--- config.mk ---
export PLATFORM = sky130hd
export DESIGN_NAME = ipc_top
export DESIGN_NICKNAME = d
export VERILOG_FILES = /design/src/hw/ipc_pkg.sv /design/src/hw/ipc_top.sv /design/src/hw/ipc_pin_sel.sv /design/src/hw/ipc_prio_arb.sv
export SDC_FILE = /design/constraint.sdc
export NUM_CORES = 1
export LEC_CHECK = 0
export BUFFER_PORTS_ARGS = -buffer_cell sky130_fd_sc_hd__clkbuf_2
export CORE_MARGIN = 3
export CORE_UTILIZATION = 50
export CTS_CLUSTER_DIAMETER = 120
export DETAILED_ROUTE_END_ITERATION = 6
export PLACE_DENSITY_LB_ADDON = 0.05
export SLEW_MARGIN = 0
export SYNTH_ARGS = -nofsm -noshare
export SYNTH_HDL_FRONTEND = slang
export SYNTH_SLANG_ARGS = --single-unit
--- constraint.sdc ---
create_clock -name CLK -period 4.9 [get_ports CLK]
set_input_delay 0.49 -clock CLK [delete_from_list [all_inputs] [get_ports CLK]]
set_output_delay 0.49 -clock CLK [all_outputs]
set_load 0.005 [all_outputs]
--- src/hw/ipc_pkg.sv ---
// Package of offsets, field positions, reset values and states for the interrupt configuration block
`default_nettype none
package ipc_pkg;
  // Register word byte addresses
  localparam logic [7:0] OFS_CMP_B_MODE = 8'h9c;
  localparam logic [7:0] OFS_EXT_CFG = 8'he4;
  localparam logic [7:0] OFS_PRIO_ONE = 8'h40;
  localparam logic [7:0] OFS_IRQ_STATUS = 8'h44;
  localparam logic [7:0] OFS_IRQ_MASK = 8'h48;
  localparam logic [7:0] OFS_REQ_PEND = 8'h4c;
  localparam logic [7:0] OFS_GRANT = 8'h50;
  // Reset values
  localparam logic [7:0] RST_CMP_B_MODE = 8'h02;
  localparam logic [7:0] RST_EXT_CFG = 8'h01;
  localparam logic [7:0] RST_PRIO_ONE = 8'h00;
  localparam logic [3:0] RST_STATUS = 4'h0;
  // Field positions
  localparam int CMP_B_RISE_BIT = 5;
  localparam int CMP_B_FALL_BIT = 4;
  localparam int CMP_B_WMASK = 8'h33;
  localparam int EXT_B_POL_BIT = 7;
  localparam int EXT_B_SEL_LSB = 4;
  localparam int EXT_A_POL_BIT = 3;
  localparam int EXT_A_SEL_LSB = 0;
  // Status bit positions
  localparam int ST_EXT_A = 0;
  localparam int ST_EXT_B = 1;
  localparam int ST_CMP_RISE = 2;
  localparam int ST_CMP_FALL = 3;
  // Number of prioritised sources
  localparam int NUM_SRC = 8;
  // Bus slave states
  typedef enum logic [2:0] {
    BUS_IDLE = 3'b001,
    BUS_ACK = 3'b010,
    BUS_DONE = 3'b100
  } ipc_bus_t;
endpackage
`default_nettype wire

--- src/hw/ipc_top.sv ---
// Interrupt priority, external pin and comparator edge configuration block
// Operation
// - Priority bits 7..0 belong to third timer, comparator B, comparator A, counter array, conversion done, window compare, usb function, two-wire port.
// - A priority bit of 0 means low level and 1 means high level.
// - The priority register resets to all zeros.
// - Comparator mode bit 5 enables the comparator B rising-edge interrupt.
// - Comparator mode bit 4 enables the comparator B falling-edge interrupt.
// - The comparator mode register resets to 0x02.
// - Pin config holds input B polarity in bit 7, its select in 6..4, input A polarity in bit 3, its select in 2..0.
// - The pin config register resets to 0x01.
// - Input B polarity 0 means active low, 1 active high.
// - Input monitoring only reads the selected pin and never drives it.
// - A pin whose skip bit is set is never handed to a peripheral.
// - Input A polarity 0 requests when low, 1 when high.
`timescale 1ns/100ps
`default_nettype none
module ipc_top #(
  parameter int NSRC = 8
) (
  // Clock, reset, enable
  input wire logic CLK,
  input wire logic SYS_RST,
  input wire logic CLK_EN,
  // Avalon-MM slave
  input wire logic [7:0] AVS_ADDRESS,
  input wire logic AVS_READ,
  input wire logic AVS_WRITE,
  input wire logic [31:0] AVS_WRITEDATA,
  input wire logic [3:0] AVS_BYTEENABLE,
  output logic [31:0] AVS_READDATA,
  output logic AVS_WAITREQUEST,
  output logic [1:0] AVS_RESPONSE,
  // Port 0 pins and routing
  input wire logic [7:0] PORT0_IN,
  input wire logic [7:0] PORT0_SKIP,
  input wire logic [7:0] PERIPH_WANT,
  output logic [7:0] PERIPH_GRANT,
  // Comparator B output and prioritised sources
  input wire logic CMP_B_OUT,
  input wire logic [NSRC-1:0] SRC_REQ,
  // Requests to the core
  output logic EXT_A_REQ,
  output logic EXT_B_REQ,
  output logic [NSRC-1:0] CORE_GRANT,
  output logic CORE_GRANT_HIGH,
  output logic [1:0] CMP_B_RESP_MODE,
  output logic IRQ
);

  ////////////////////////////////////////////////////////////////////////////
  // Registers
  logic [7:0] cmp_b_mode;
  logic [7:0] ext_cfg;
  logic [NSRC-1:0] prio_one;
  logic [3:0] irq_status;
  logic [3:0] irq_mask;
  logic [3:0] next_status;
  logic [3:0] events;
  logic cmp_b_q;
  logic ext_a_act;
  logic ext_b_act;
  logic [NSRC-1:0] arb_grant;
  logic arb_high;
  ipc_pkg::ipc_bus_t bus_state;
  logic wr_hit;
  logic rd_hit;
  logic hit;
  logic [31:0] rd_mux;
  logic wr_lane;

  assign wr_lane = AVS_BYTEENABLE[0];
  assign hit = (AVS_ADDRESS == ipc_pkg::OFS_CMP_B_MODE) || (AVS_ADDRESS == ipc_pkg::OFS_EXT_CFG) ||
               (AVS_ADDRESS == ipc_pkg::OFS_PRIO_ONE) || (AVS_ADDRESS == ipc_pkg::OFS_IRQ_STATUS) ||
               (AVS_ADDRESS == ipc_pkg::OFS_IRQ_MASK) || (AVS_ADDRESS == ipc_pkg::OFS_REQ_PEND) ||
               (AVS_ADDRESS == ipc_pkg::OFS_GRANT);
  assign wr_hit = CLK_EN && AVS_WRITE && (bus_state == ipc_pkg::BUS_ACK) && wr_lane;
  assign rd_hit = CLK_EN && AVS_READ && (bus_state == ipc_pkg::BUS_ACK);

  ////////////////////////////////////////////////////////////////////////////
  // Bus slave: one wait cycle, answer in the second cycle
  always_ff @(posedge CLK or posedge SYS_RST) begin
    if (SYS_RST) begin
      bus_state <= ipc_pkg::BUS_IDLE;
    end else if (CLK_EN) begin
      case (bus_state)
        ipc_pkg::BUS_IDLE: begin
          if (AVS_READ || AVS_WRITE) begin
            bus_state <= ipc_pkg::BUS_ACK;
          end
        end
        ipc_pkg::BUS_ACK: bus_state <= ipc_pkg::BUS_DONE;
        ipc_pkg::BUS_DONE: bus_state <= ipc_pkg::BUS_IDLE;
        default: bus_state <= ipc_pkg::BUS_IDLE;
      endcase
    end
  end

  assign AVS_WAITREQUEST = (bus_state != ipc_pkg::BUS_ACK) || !CLK_EN;

  always_comb begin
    rd_mux = 32'h0000_0000;
    case (AVS_ADDRESS)
      ipc_pkg::OFS_CMP_B_MODE: rd_mux = {24'h00_0000, cmp_b_mode};
      ipc_pkg::OFS_EXT_CFG: rd_mux = {24'h00_0000, ext_cfg};
      ipc_pkg::OFS_PRIO_ONE: rd_mux = {{(32-NSRC){1'b0}}, prio_one};
      ipc_pkg::OFS_IRQ_STATUS: rd_mux = {28'h000_0000, irq_status};
      ipc_pkg::OFS_IRQ_MASK: rd_mux = {28'h000_0000, irq_mask};
      ipc_pkg::OFS_REQ_PEND: rd_mux = {{30{1'b0}}, EXT_B_REQ, EXT_A_REQ};
      ipc_pkg::OFS_GRANT: rd_mux = {{(31-NSRC){1'b0}}, CORE_GRANT_HIGH, CORE_GRANT};
      default: rd_mux = 32'h0000_0000;
    endcase
  end

  always_ff @(posedge CLK or posedge SYS_RST) begin
    if (SYS_RST) begin
      AVS_READDATA <= 32'h0000_0000;
      AVS_RESPONSE <= 2'h0;
    end else if (CLK_EN && (bus_state == ipc_pkg::BUS_IDLE) && (AVS_READ || AVS_WRITE)) begin
      AVS_READDATA <= rd_mux;
      AVS_RESPONSE <= hit ? 2'h0 : 2'h3;
    end
  end

  ////////////////////////////////////////////////////////////////////////////
  // Configuration registers
  always_ff @(posedge CLK or posedge SYS_RST) begin
    if (SYS_RST) begin
      prio_one <= NSRC'(ipc_pkg::RST_PRIO_ONE);
    end else if (wr_hit && AVS_ADDRESS == ipc_pkg::OFS_PRIO_ONE) begin
      prio_one <= AVS_WRITEDATA[NSRC-1:0];
    end
  end

  always_ff @(posedge CLK or posedge SYS_RST) begin
    if (SYS_RST) begin
      cmp_b_mode <= ipc_pkg::RST_CMP_B_MODE;
    end else if (wr_hit && AVS_ADDRESS == ipc_pkg::OFS_CMP_B_MODE) begin
      cmp_b_mode <= AVS_WRITEDATA[7:0] & 8'(ipc_pkg::CMP_B_WMASK);
    end
  end

  always_ff @(posedge CLK or posedge SYS_RST) begin
    if (SYS_RST) begin
      ext_cfg <= ipc_pkg::RST_EXT_CFG;
    end else if (wr_hit && AVS_ADDRESS == ipc_pkg::OFS_EXT_CFG) begin
      ext_cfg <= AVS_WRITEDATA[7:0];
    end
  end

  always_ff @(posedge CLK or posedge SYS_RST) begin
    if (SYS_RST) begin
      irq_mask <= 4'h0;
    end else if (wr_hit && AVS_ADDRESS == ipc_pkg::OFS_IRQ_MASK) begin
      irq_mask <= AVS_WRITEDATA[3:0];
    end
  end

  assign CMP_B_RESP_MODE = cmp_b_mode[1:0];

  ////////////////////////////////////////////////////////////////////////////
  // External inputs
  ipc_pin_sel u_ext_a (
    .pins(PORT0_IN),
    .sel(ext_cfg[ipc_pkg::EXT_A_SEL_LSB +: 3]),
    .pol(ext_cfg[ipc_pkg::EXT_A_POL_BIT]),
    .active(ext_a_act)
  );

  ipc_pin_sel u_ext_b (
    .pins(PORT0_IN),
    .sel(ext_cfg[ipc_pkg::EXT_B_SEL_LSB +: 3]),
    .pol(ext_cfg[ipc_pkg::EXT_B_POL_BIT]),
    .active(ext_b_act)
  );

  always_ff @(posedge CLK or posedge SYS_RST) begin
    if (SYS_RST) begin
      EXT_A_REQ <= 1'b0;
      EXT_B_REQ <= 1'b0;
    end else if (CLK_EN) begin
      EXT_A_REQ <= ext_a_act;
      EXT_B_REQ <= ext_b_act;
    end
  end

  // Routing: skipped pins are withheld from peripherals
  assign PERIPH_GRANT = PERIPH_WANT & ~PORT0_SKIP;

  ////////////////////////////////////////////////////////////////////////////
  // Comparator B edges and sticky status
  always_ff @(posedge CLK or posedge SYS_RST) begin
    if (SYS_RST) begin
      cmp_b_q <= 1'b0;
    end else if (CLK_EN) begin
      cmp_b_q <= CMP_B_OUT;
    end
  end

  always_comb begin
    events = 4'h0;
    events[ipc_pkg::ST_EXT_A] = ext_a_act && !EXT_A_REQ;
    events[ipc_pkg::ST_EXT_B] = ext_b_act && !EXT_B_REQ;
    events[ipc_pkg::ST_CMP_RISE] = cmp_b_mode[ipc_pkg::CMP_B_RISE_BIT] && CMP_B_OUT && !cmp_b_q;
    events[ipc_pkg::ST_CMP_FALL] = cmp_b_mode[ipc_pkg::CMP_B_FALL_BIT] && !CMP_B_OUT && cmp_b_q;
  end

  always_comb begin
    next_status = irq_status;
    if (wr_hit && AVS_ADDRESS == ipc_pkg::OFS_IRQ_STATUS) begin
      next_status = next_status & ~AVS_WRITEDATA[3:0];
    end
    next_status = next_status | events;
  end

  always_ff @(posedge CLK or posedge SYS_RST) begin
    if (SYS_RST) begin
      irq_status <= ipc_pkg::RST_STATUS;
    end else if (CLK_EN) begin
      irq_status <= next_status;
    end
  end

  assign IRQ = |(irq_status & irq_mask);

  ////////////////////////////////////////////////////////////////////////////
  // Priority presentation to the core
  ipc_prio_arb #(
    .N(NSRC)
  ) u_arb (
    .req(SRC_REQ),
    .high(prio_one),
    .grant(arb_grant),
    .grant_high(arb_high)
  );

  always_ff @(posedge CLK or posedge SYS_RST) begin
    if (SYS_RST) begin
      CORE_GRANT <= '0;
      CORE_GRANT_HIGH <= 1'b0;
    end else if (CLK_EN) begin
      CORE_GRANT <= arb_grant;
      CORE_GRANT_HIGH <= arb_high;
    end
  end
endmodule // ipc_top
`default_nettype wire

--- src/hw/ipc_pin_sel.sv ---
// Port-0 pin selector with polarity for one external interrupt input
`timescale 1ns/100ps
`default_nettype none
module ipc_pin_sel (
  // Port pins and selection
  input wire logic [7:0] pins,
  input wire logic [2:0] sel,
  input wire logic pol,
  // Active request
  output logic active
);
  // Pin n for select n, read only; polarity 1 is active high
  assign active = pol ? pins[sel] : ~pins[sel];
endmodule // ipc_pin_sel
`default_nettype wire

--- src/hw/ipc_prio_arb.sv ---
// Two-level priority arbiter over the prioritised interrupt sources
`timescale 1ns/100ps
`default_nettype none
module ipc_prio_arb #(
  parameter int N = 8
) (
  // Requests and levels
  input wire logic [N-1:0] req,
  input wire logic [N-1:0] high,
  // Grant
  output logic [N-1:0] grant,
  output logic grant_high
);
  logic [N-1:0] hi_req;
  logic [N-1:0] lo_req;
  logic [N-1:0] pick;
  assign hi_req = req & high;
  assign lo_req = req & ~high;
  // High-level requests win over low; among equals the lowest bit wins
  assign pick = (|hi_req) ? hi_req : lo_req;
  assign grant = pick & (~pick + {{(N-1){1'b0}}, 1'b1});
  assign grant_high = |hi_req;
endmodule // ipc_prio_arb
`default_nettype wire

# Word-level counts from Yosys, hierarchy flattened

Cells that the tools add are included.

Flip-flop bits (word level): 77
Latch bits: 0
Bits in writable memories: 0
ROM bits: 0
Output and inout port bits: 57
Logic and storage cells: 84
Memories kept: 0

Add/subtract/negate cells: 1
Multipliers: 0
Divide/modulo/power cells: 0
Order comparisons: 2
Equality and inequality tests: 11
Shift operators: 0
Mux-type cells: 12
Bitwise logic cells: 13
Reductions and logical operators: 32

Operators by type and width:

| cell                | count |
|---|---|
| $pmux 9 s7          | 1 |
| $eq 8x7->1 const B  | 5 |
| $and 8x8->8         | 4 |
| $not 8->8           | 3 |
| $eq 8x8->1 const B  | 2 |
| $logic_and 1x1->1   | 16 |
| $add 8x1->8 const B | 1 |
| $and 4x4->4         | 2 |
| $logic_or 1x1->1    | 8 |
| $lt 3x4->1 const B  | 2 |
| $mux 8              | 1 |
| $reduce_or 8->1     | 1 |
| $bmux 1 s3          | 2 |
| $pmux 3 s2          | 1 |
| $logic_not 1->1     | 5 |
| $mux 1              | 4 |
| $mux 4              | 1 |
| $not 4->4           | 1 |
| $or 4x4->4          | 1 |
| $reduce_or 4->1     | 1 |
| $eq 3x1->1 const B  | 1 |
| $eq 3x2->1 const B  | 1 |
| $mux 3              | 1 |
| $ne 3x2->1 const B  | 1 |
| other kinds (4)     | 5 |

# Depth between registers and ports, before layout

Word-level depth: 8
Gate-level depth with buffers: 7
Mapped depth without buffers: 5

# Modules after synthesis

Synthesis repeated with hierarchy kept, for this count alone.

Cell total of the unflattened synthesis: 283
Area, all modules: 3149.3 um^2

By module, submodules not included:

| module       | instances | cells each | area each (um^2) | seq. area each (um^2) |
|---|---|---|---|---|
| ipc_top      | 1         | 239        | 2750.1           | 1330.0 |
| ipc_prio_arb | 1         | 30         | 246.5            | 0.0 |
| ipc_pin_sel  | 2         | 7          | 76.3             | 0.0 |

# Least setup slack after synthesis

No wires, ideal clock.

Path type: input port to flip-flop
Start point: in AVS_ADDRESS[3]
End point: reg ext_cfg[1]
Setup time: 0.125 ns
Arrival: 1.826 ns
Setup slack: 2.949 ns
Stages: 6
Buffers on the path: 2
Path through: buf_6 > and2b_1 > nor4b_4 > and2_1 > buf_6 > mux2_2

Cells in the longest elaborated chain, start to end: 2

Ends and longest elaborated chain:

| what                 | RTL line       | RTL |
|---|---|---|
| from (decl)          | ipc_top.sv:25  | `input wire logic [7:0] AVS_ADDRESS,` |
| $eq 8x8->1           | ipc_top.sv:145 | `end else if (wr_hit && AVS_ADDRESS == ipc_pkg::OFS_EXT_CFG) begin` |
| $logic_and 1x1->1    | ipc_top.sv:145 |  |
| to (signal assigned) | ipc_top.sv:144 | `ext_cfg <= ipc_pkg::RST_EXT_CFG;` |
| to (signal assigned) | ipc_top.sv:146 | `ext_cfg <= AVS_WRITEDATA[7:0];` |
| to (decl)            | ipc_top.sv:53  | `logic [7:0] ext_cfg;` |

No other way between the ends.
A chain may end at the register's enable or synchronous reset.

# Worst setup path in the final report

Start point: in CLK_EN
End point: reg prio_one[1]

Cells in the longest elaborated chain, start to end: 4

Ends and longest elaborated chain:

| what                            | RTL line       | RTL |
|---|---|---|
| from (decl)                     | ipc_top.sv:23  | `input wire logic CLK_EN,` |
| $logic_and 1x1->1 (3 in series) | ipc_top.sv:76  | `assign wr_hit = CLK_EN && AVS_WRITE && (bus_state == ipc_pkg::BUS_ACK) && wr_lane;` |
| $logic_and 1x1->1               | ipc_top.sv:129 | `end else if (wr_hit && AVS_ADDRESS == ipc_pkg::OFS_PRIO_ONE) begin` |
| to (signal assigned)            | ipc_top.sv:128 | `prio_one <= NSRC'(ipc_pkg::RST_PRIO_ONE);` |
| to (signal assigned)            | ipc_top.sv:130 | `prio_one <= AVS_WRITEDATA[NSRC-1:0];` |
| to (decl)                       | ipc_top.sv:54  | `logic [NSRC-1:0] prio_one;` |

No other way between the ends.

==> metrics.md <==
| Metric | Value |
|---|---|
| Outcome | completed |
| Die Y | 83.42 µm |
| Total clock sinks | 53 |
| # diodes | 0 |
| Worst R2R Start | prio_one[6] |
| Post-CTS setup buffer count | 0 |
| Mapped cell area | 0.002997 mm² |
| Sum Neg Setup Slack | 0 ns |
| Die width | 83.42 µm |
| Die area | 0.006958 mm² |
| GRT Util Overall | 20.63% |
| Slew Limit Fails | 0 |
| Req. time, crit path | 5.09 ns |
| Clk root buf | clkbuf_8 |
| Tmin final | 2.223 ns |
| Number of I/O pins | 139 |
| Initial antenna violation count | 0 |
| Placed Area | 0.003346 mm² |
| Critical Path Source | CLK_EN |
| Filler instances | 509 |
| CP delay by family, top | simple AND/OR/NAND/NOR gates |
| Leak | 1.683 nW |
| Cell Chain, Critical Path | clkbuf_2, nand4bb_1, or2_1, inv_1, and2_1, mux2_2 |
| Worst Path Max Fanout | 26 |
| VDD IR max | 0.0001351 V |
| Sequential fraction of the synthesis area | 44.38% |
| Final wirelength | 6930 µm |
| Wire length per cell | 16.50 µm |
| Total core area | 0.005642 mm² |
| Slowest Stage Delay on Critical Path | 0.46 ns |
| PwrDens | 244.0 mW/mm² |
| Type of the tightest min-delay check | in -> reg |
| Final hold violation count | 0 |
| HPWL after detailed placement | 5374 µm |
| Number of synthesized flops with an enable pin | 0 |
| Drt pass-1 iters | 4 |
| Clk_skew | 0.006987 ns |
| DRC | 0 |
| Number of global-route vias before repair | 2273 |
| Starting Density | 53.12% |
| Maxcap violations | 0 |
| Slowest CP cell | clkbuf_2 |
| GRT Residual Overflow | 0 |
| Final net count | 430 |
| Setup violators final | 0 |
| Clock Tree Buf Depth | 2 |
| Final instance area | 0.003423 mm² |
| Fin crit share | 45.37% |
| Hold Buf Count CTS | 0 |
| H-tree depth | 2 |
| Setup crit end kind | flop |
| Met3 GRT Util | 4.464% |
| Antenna-violating nets left | 0 |
| Post_cts resized | 0 |
| CP Class | in -> reg |
| Synthesized flop and latch total | 53 |
| # port buffers | 88 |
| Via/cell ratio | 5.495 |
| Most Used Layer, Global Route | met2 |
| Syn_area_per_cell | 11.27 µm² |
| Clock transition at the registers of the reported paths | 0.09 ns |
| Met2 GRT Util | 32.14% |
| Standard-cell rows | 27 |
| Global-route wire length before repair | 11560 µm |
| Clk Latency, worst-skew pair | 0.31 ns |
| Largest net degree at the start of global routing | 54 |
| P&R area growth vs syn | 14.24% |
| Layout cells sized above 1 | 38.79% |
| Vias | 2308 |
| Fraction of registers with async set/reset | 100.0% |
| Startpoint types | input port |
| RePlAce Congestion | 0.8273 |
| Fmax | 449.8 MHz |
| Ys flop type | dfrtp_1 |
| Slew HR | 26.26% |
| HP Start | AVS_WRITEDATA[7] |
| Buf+Inv Stages, Crit Path | 2 |
| Synthesized instance count | 266 |
| Initial DRC Count | 136 |
| Warning count from the yosys run | 0 |
| Synth cell types | 53 |
| Met1 Track Usage GR | 29.63% |
| RSZ-0062 raised after global routing | no |
| Crit path DAT | 2.42 ns |
| Worst slew pin tran | 1.104 ns |
| CTS tree | built |
| CTS Buf Count | 5 |
routing by layer:
layer	routed length, µm	share of wire (%)	up-vias
li1	-	-	1090
met1	3252	47	1118
met2	3123	45	92
met3	463	6.7	8
met4	91	1.3	0
met5	0	0	-
flip-flops by register name (all words and copies together) (netlist names), 3 cells and up:
signal / cells
AVS_READDATA: 9
CORE_GRANT: 8
irq_status: 4
prio_one: 8
ext_cfg: 8
bus_state: 3
cmp_b_mode: 4
irq_mask: 4
through the flow:
step | power [mW] | util [%] | hold WS, ns | cells | setup slack [ns]
5_1_grt | 0.8749 | 60.68 | 0.4269 | 420 | 2.513
4_1_cts | 0.8414 | 60.68 | 0.4224 | 420 | 2.714
3_3_place_gp | 0.6045 | 59.30 | 0.4624 | 413 | 2.397
6_report | 0.8351 | 60.68 | 0.4221 | 420 | 2.677
2_1_floorplan | 0.5673 | - | 0.4643 | 288 | 2.949
3_5_place_dp | 0.6074 | 59.30 | 0.4716 | 413 | 2.394
logic make-up (layout without fill, tap and decap cells):
logic type | after synthesis | in the layout | share of synthesized area, %
AOI/OAI and AO/OA | 56 | 56 | 13.36
xor gates and xnor gates | 2 | 2 | 0.5847
buffers and inverters | 50 | 110 | 10.69
DFF | 53 | 53 | 44.38
muxes | 37 | 37 | 16.03
other | 1 | 23 | 0.1251
and+or+nand+nor | 67 | 67 | 14.82
worst paths after layout:
check | endpoint | slack [ns] | cells past startpoint
min in group asynchronous | bus_state[1] | 0.44 | 2
min reg2reg | AVS_READDATA[3] | 0.48 | 2
max reg2reg | CORE_GRANT[4] | 2.79 | 5
min | prio_one[7] | 0.42 | 2
max | prio_one[1] | 2.68 | 6
max in group asynchronous | prio_one[0] | 3.78 | 2
area by class of cell:
cell class                 instances  area (µm²)  area share (%)
tap                               72       90.09           2.632
clock buffer                       6       72.57           2.120
multi-input combinational        185        1429           41.74
inverter                          15       56.30           1.645
sequential                        53        1330           38.85
clock inverter                     1       5.005          0.1462
timing repair buffer              88       440.4           12.87
cell usage in the layout, fill, tap and decap left out, types with 2 or more instances in the layout:
| cell type | Yosys | layout |
|---|---|---|
| clkbuf_2 | 0 | 88 |
| a32oi_1 | 2 | 2 |
| a221oi_1 | 2 | 2 |
| mux2_2 | 24 | 24 |
| nand4_1 | 2 | 2 |
| conb_1 | 1 | 23 |
| xnor2_1 | 2 | 2 |
| a22oi_1 | 4 | 4 |
| nand2_1 | 20 | 20 |
| mux4_2 | 5 | 5 |
| a222oi_1 | 4 | 4 |
| nor4_1 | 2 | 2 |
| o21ai_0 | 18 | 18 |
| nor3b_1 | 2 | 2 |
| nor4b_4 | 2 | 2 |
| a21oi_1 | 4 | 4 |
| o21a_1 | 2 | 2 |
| inv_1 | 15 | 14 |
| mux2i_1 | 6 | 6 |
| a22o_1 | 8 | 8 |
| a21o_1 | 2 | 2 |
| clkbuf_8 | 0 | 5 |
| nor2_1 | 7 | 7 |
| o22ai_1 | 2 | 2 |
| nand4bb_1 | 2 | 2 |
| nor3_1 | 2 | 2 |
| dfstp_2 | 3 | 3 |
| nor2b_1 | 11 | 11 |
| o32ai_1 | 2 | 2 |
| dfrtp_1 | 50 | 50 |
| a32o_1 | 2 | 2 |
| and2_1 | 4 | 4 |
Yosys cell counts (all sizes together), types with 4 or more instances:
| library cell | n | area, µm² |
|---|---|---|
| buf | 32 | 252.7 |
| mux4 | 6 | 138.9 |
| dfrtp | 50 | 1251 |
| a22oi | 4 | 30.03 |
| a22o | 8 | 70.07 |
| a222oi | 4 | 40.04 |
| mux2i | 6 | 60.06 |
| inv | 15 | 56.30 |
| o21ai | 19 | 95.09 |
| nor2 | 7 | 26.28 |
| a21oi | 4 | 20.02 |
| mux2 | 25 | 281.5 |
| nor2b | 11 | 68.82 |
| nor4b | 4 | 71.32 |
| and2 | 4 | 25.02 |
| nand2 | 20 | 75.07 |
worst register-to-register path: stages (launching register included):
cell	delay, ns
dfrtp_1	0.42
a22o_1	0.26
nor4_4	0.53
o21ai_0	0.30
nand4_1	0.31
o32ai_1	0.14
power breakdown:
| part | internal [mW] | switching (mW) | total, mW |
|---|---|---|---|
| clock network | 0.0976 | 0.140 | 0.237 |
| registers | 0.458 | 0.0176 | 0.476 |
| logic | 0.0542 | 0.0678 | 0.122 |
(Power assumes the default switching activity.)
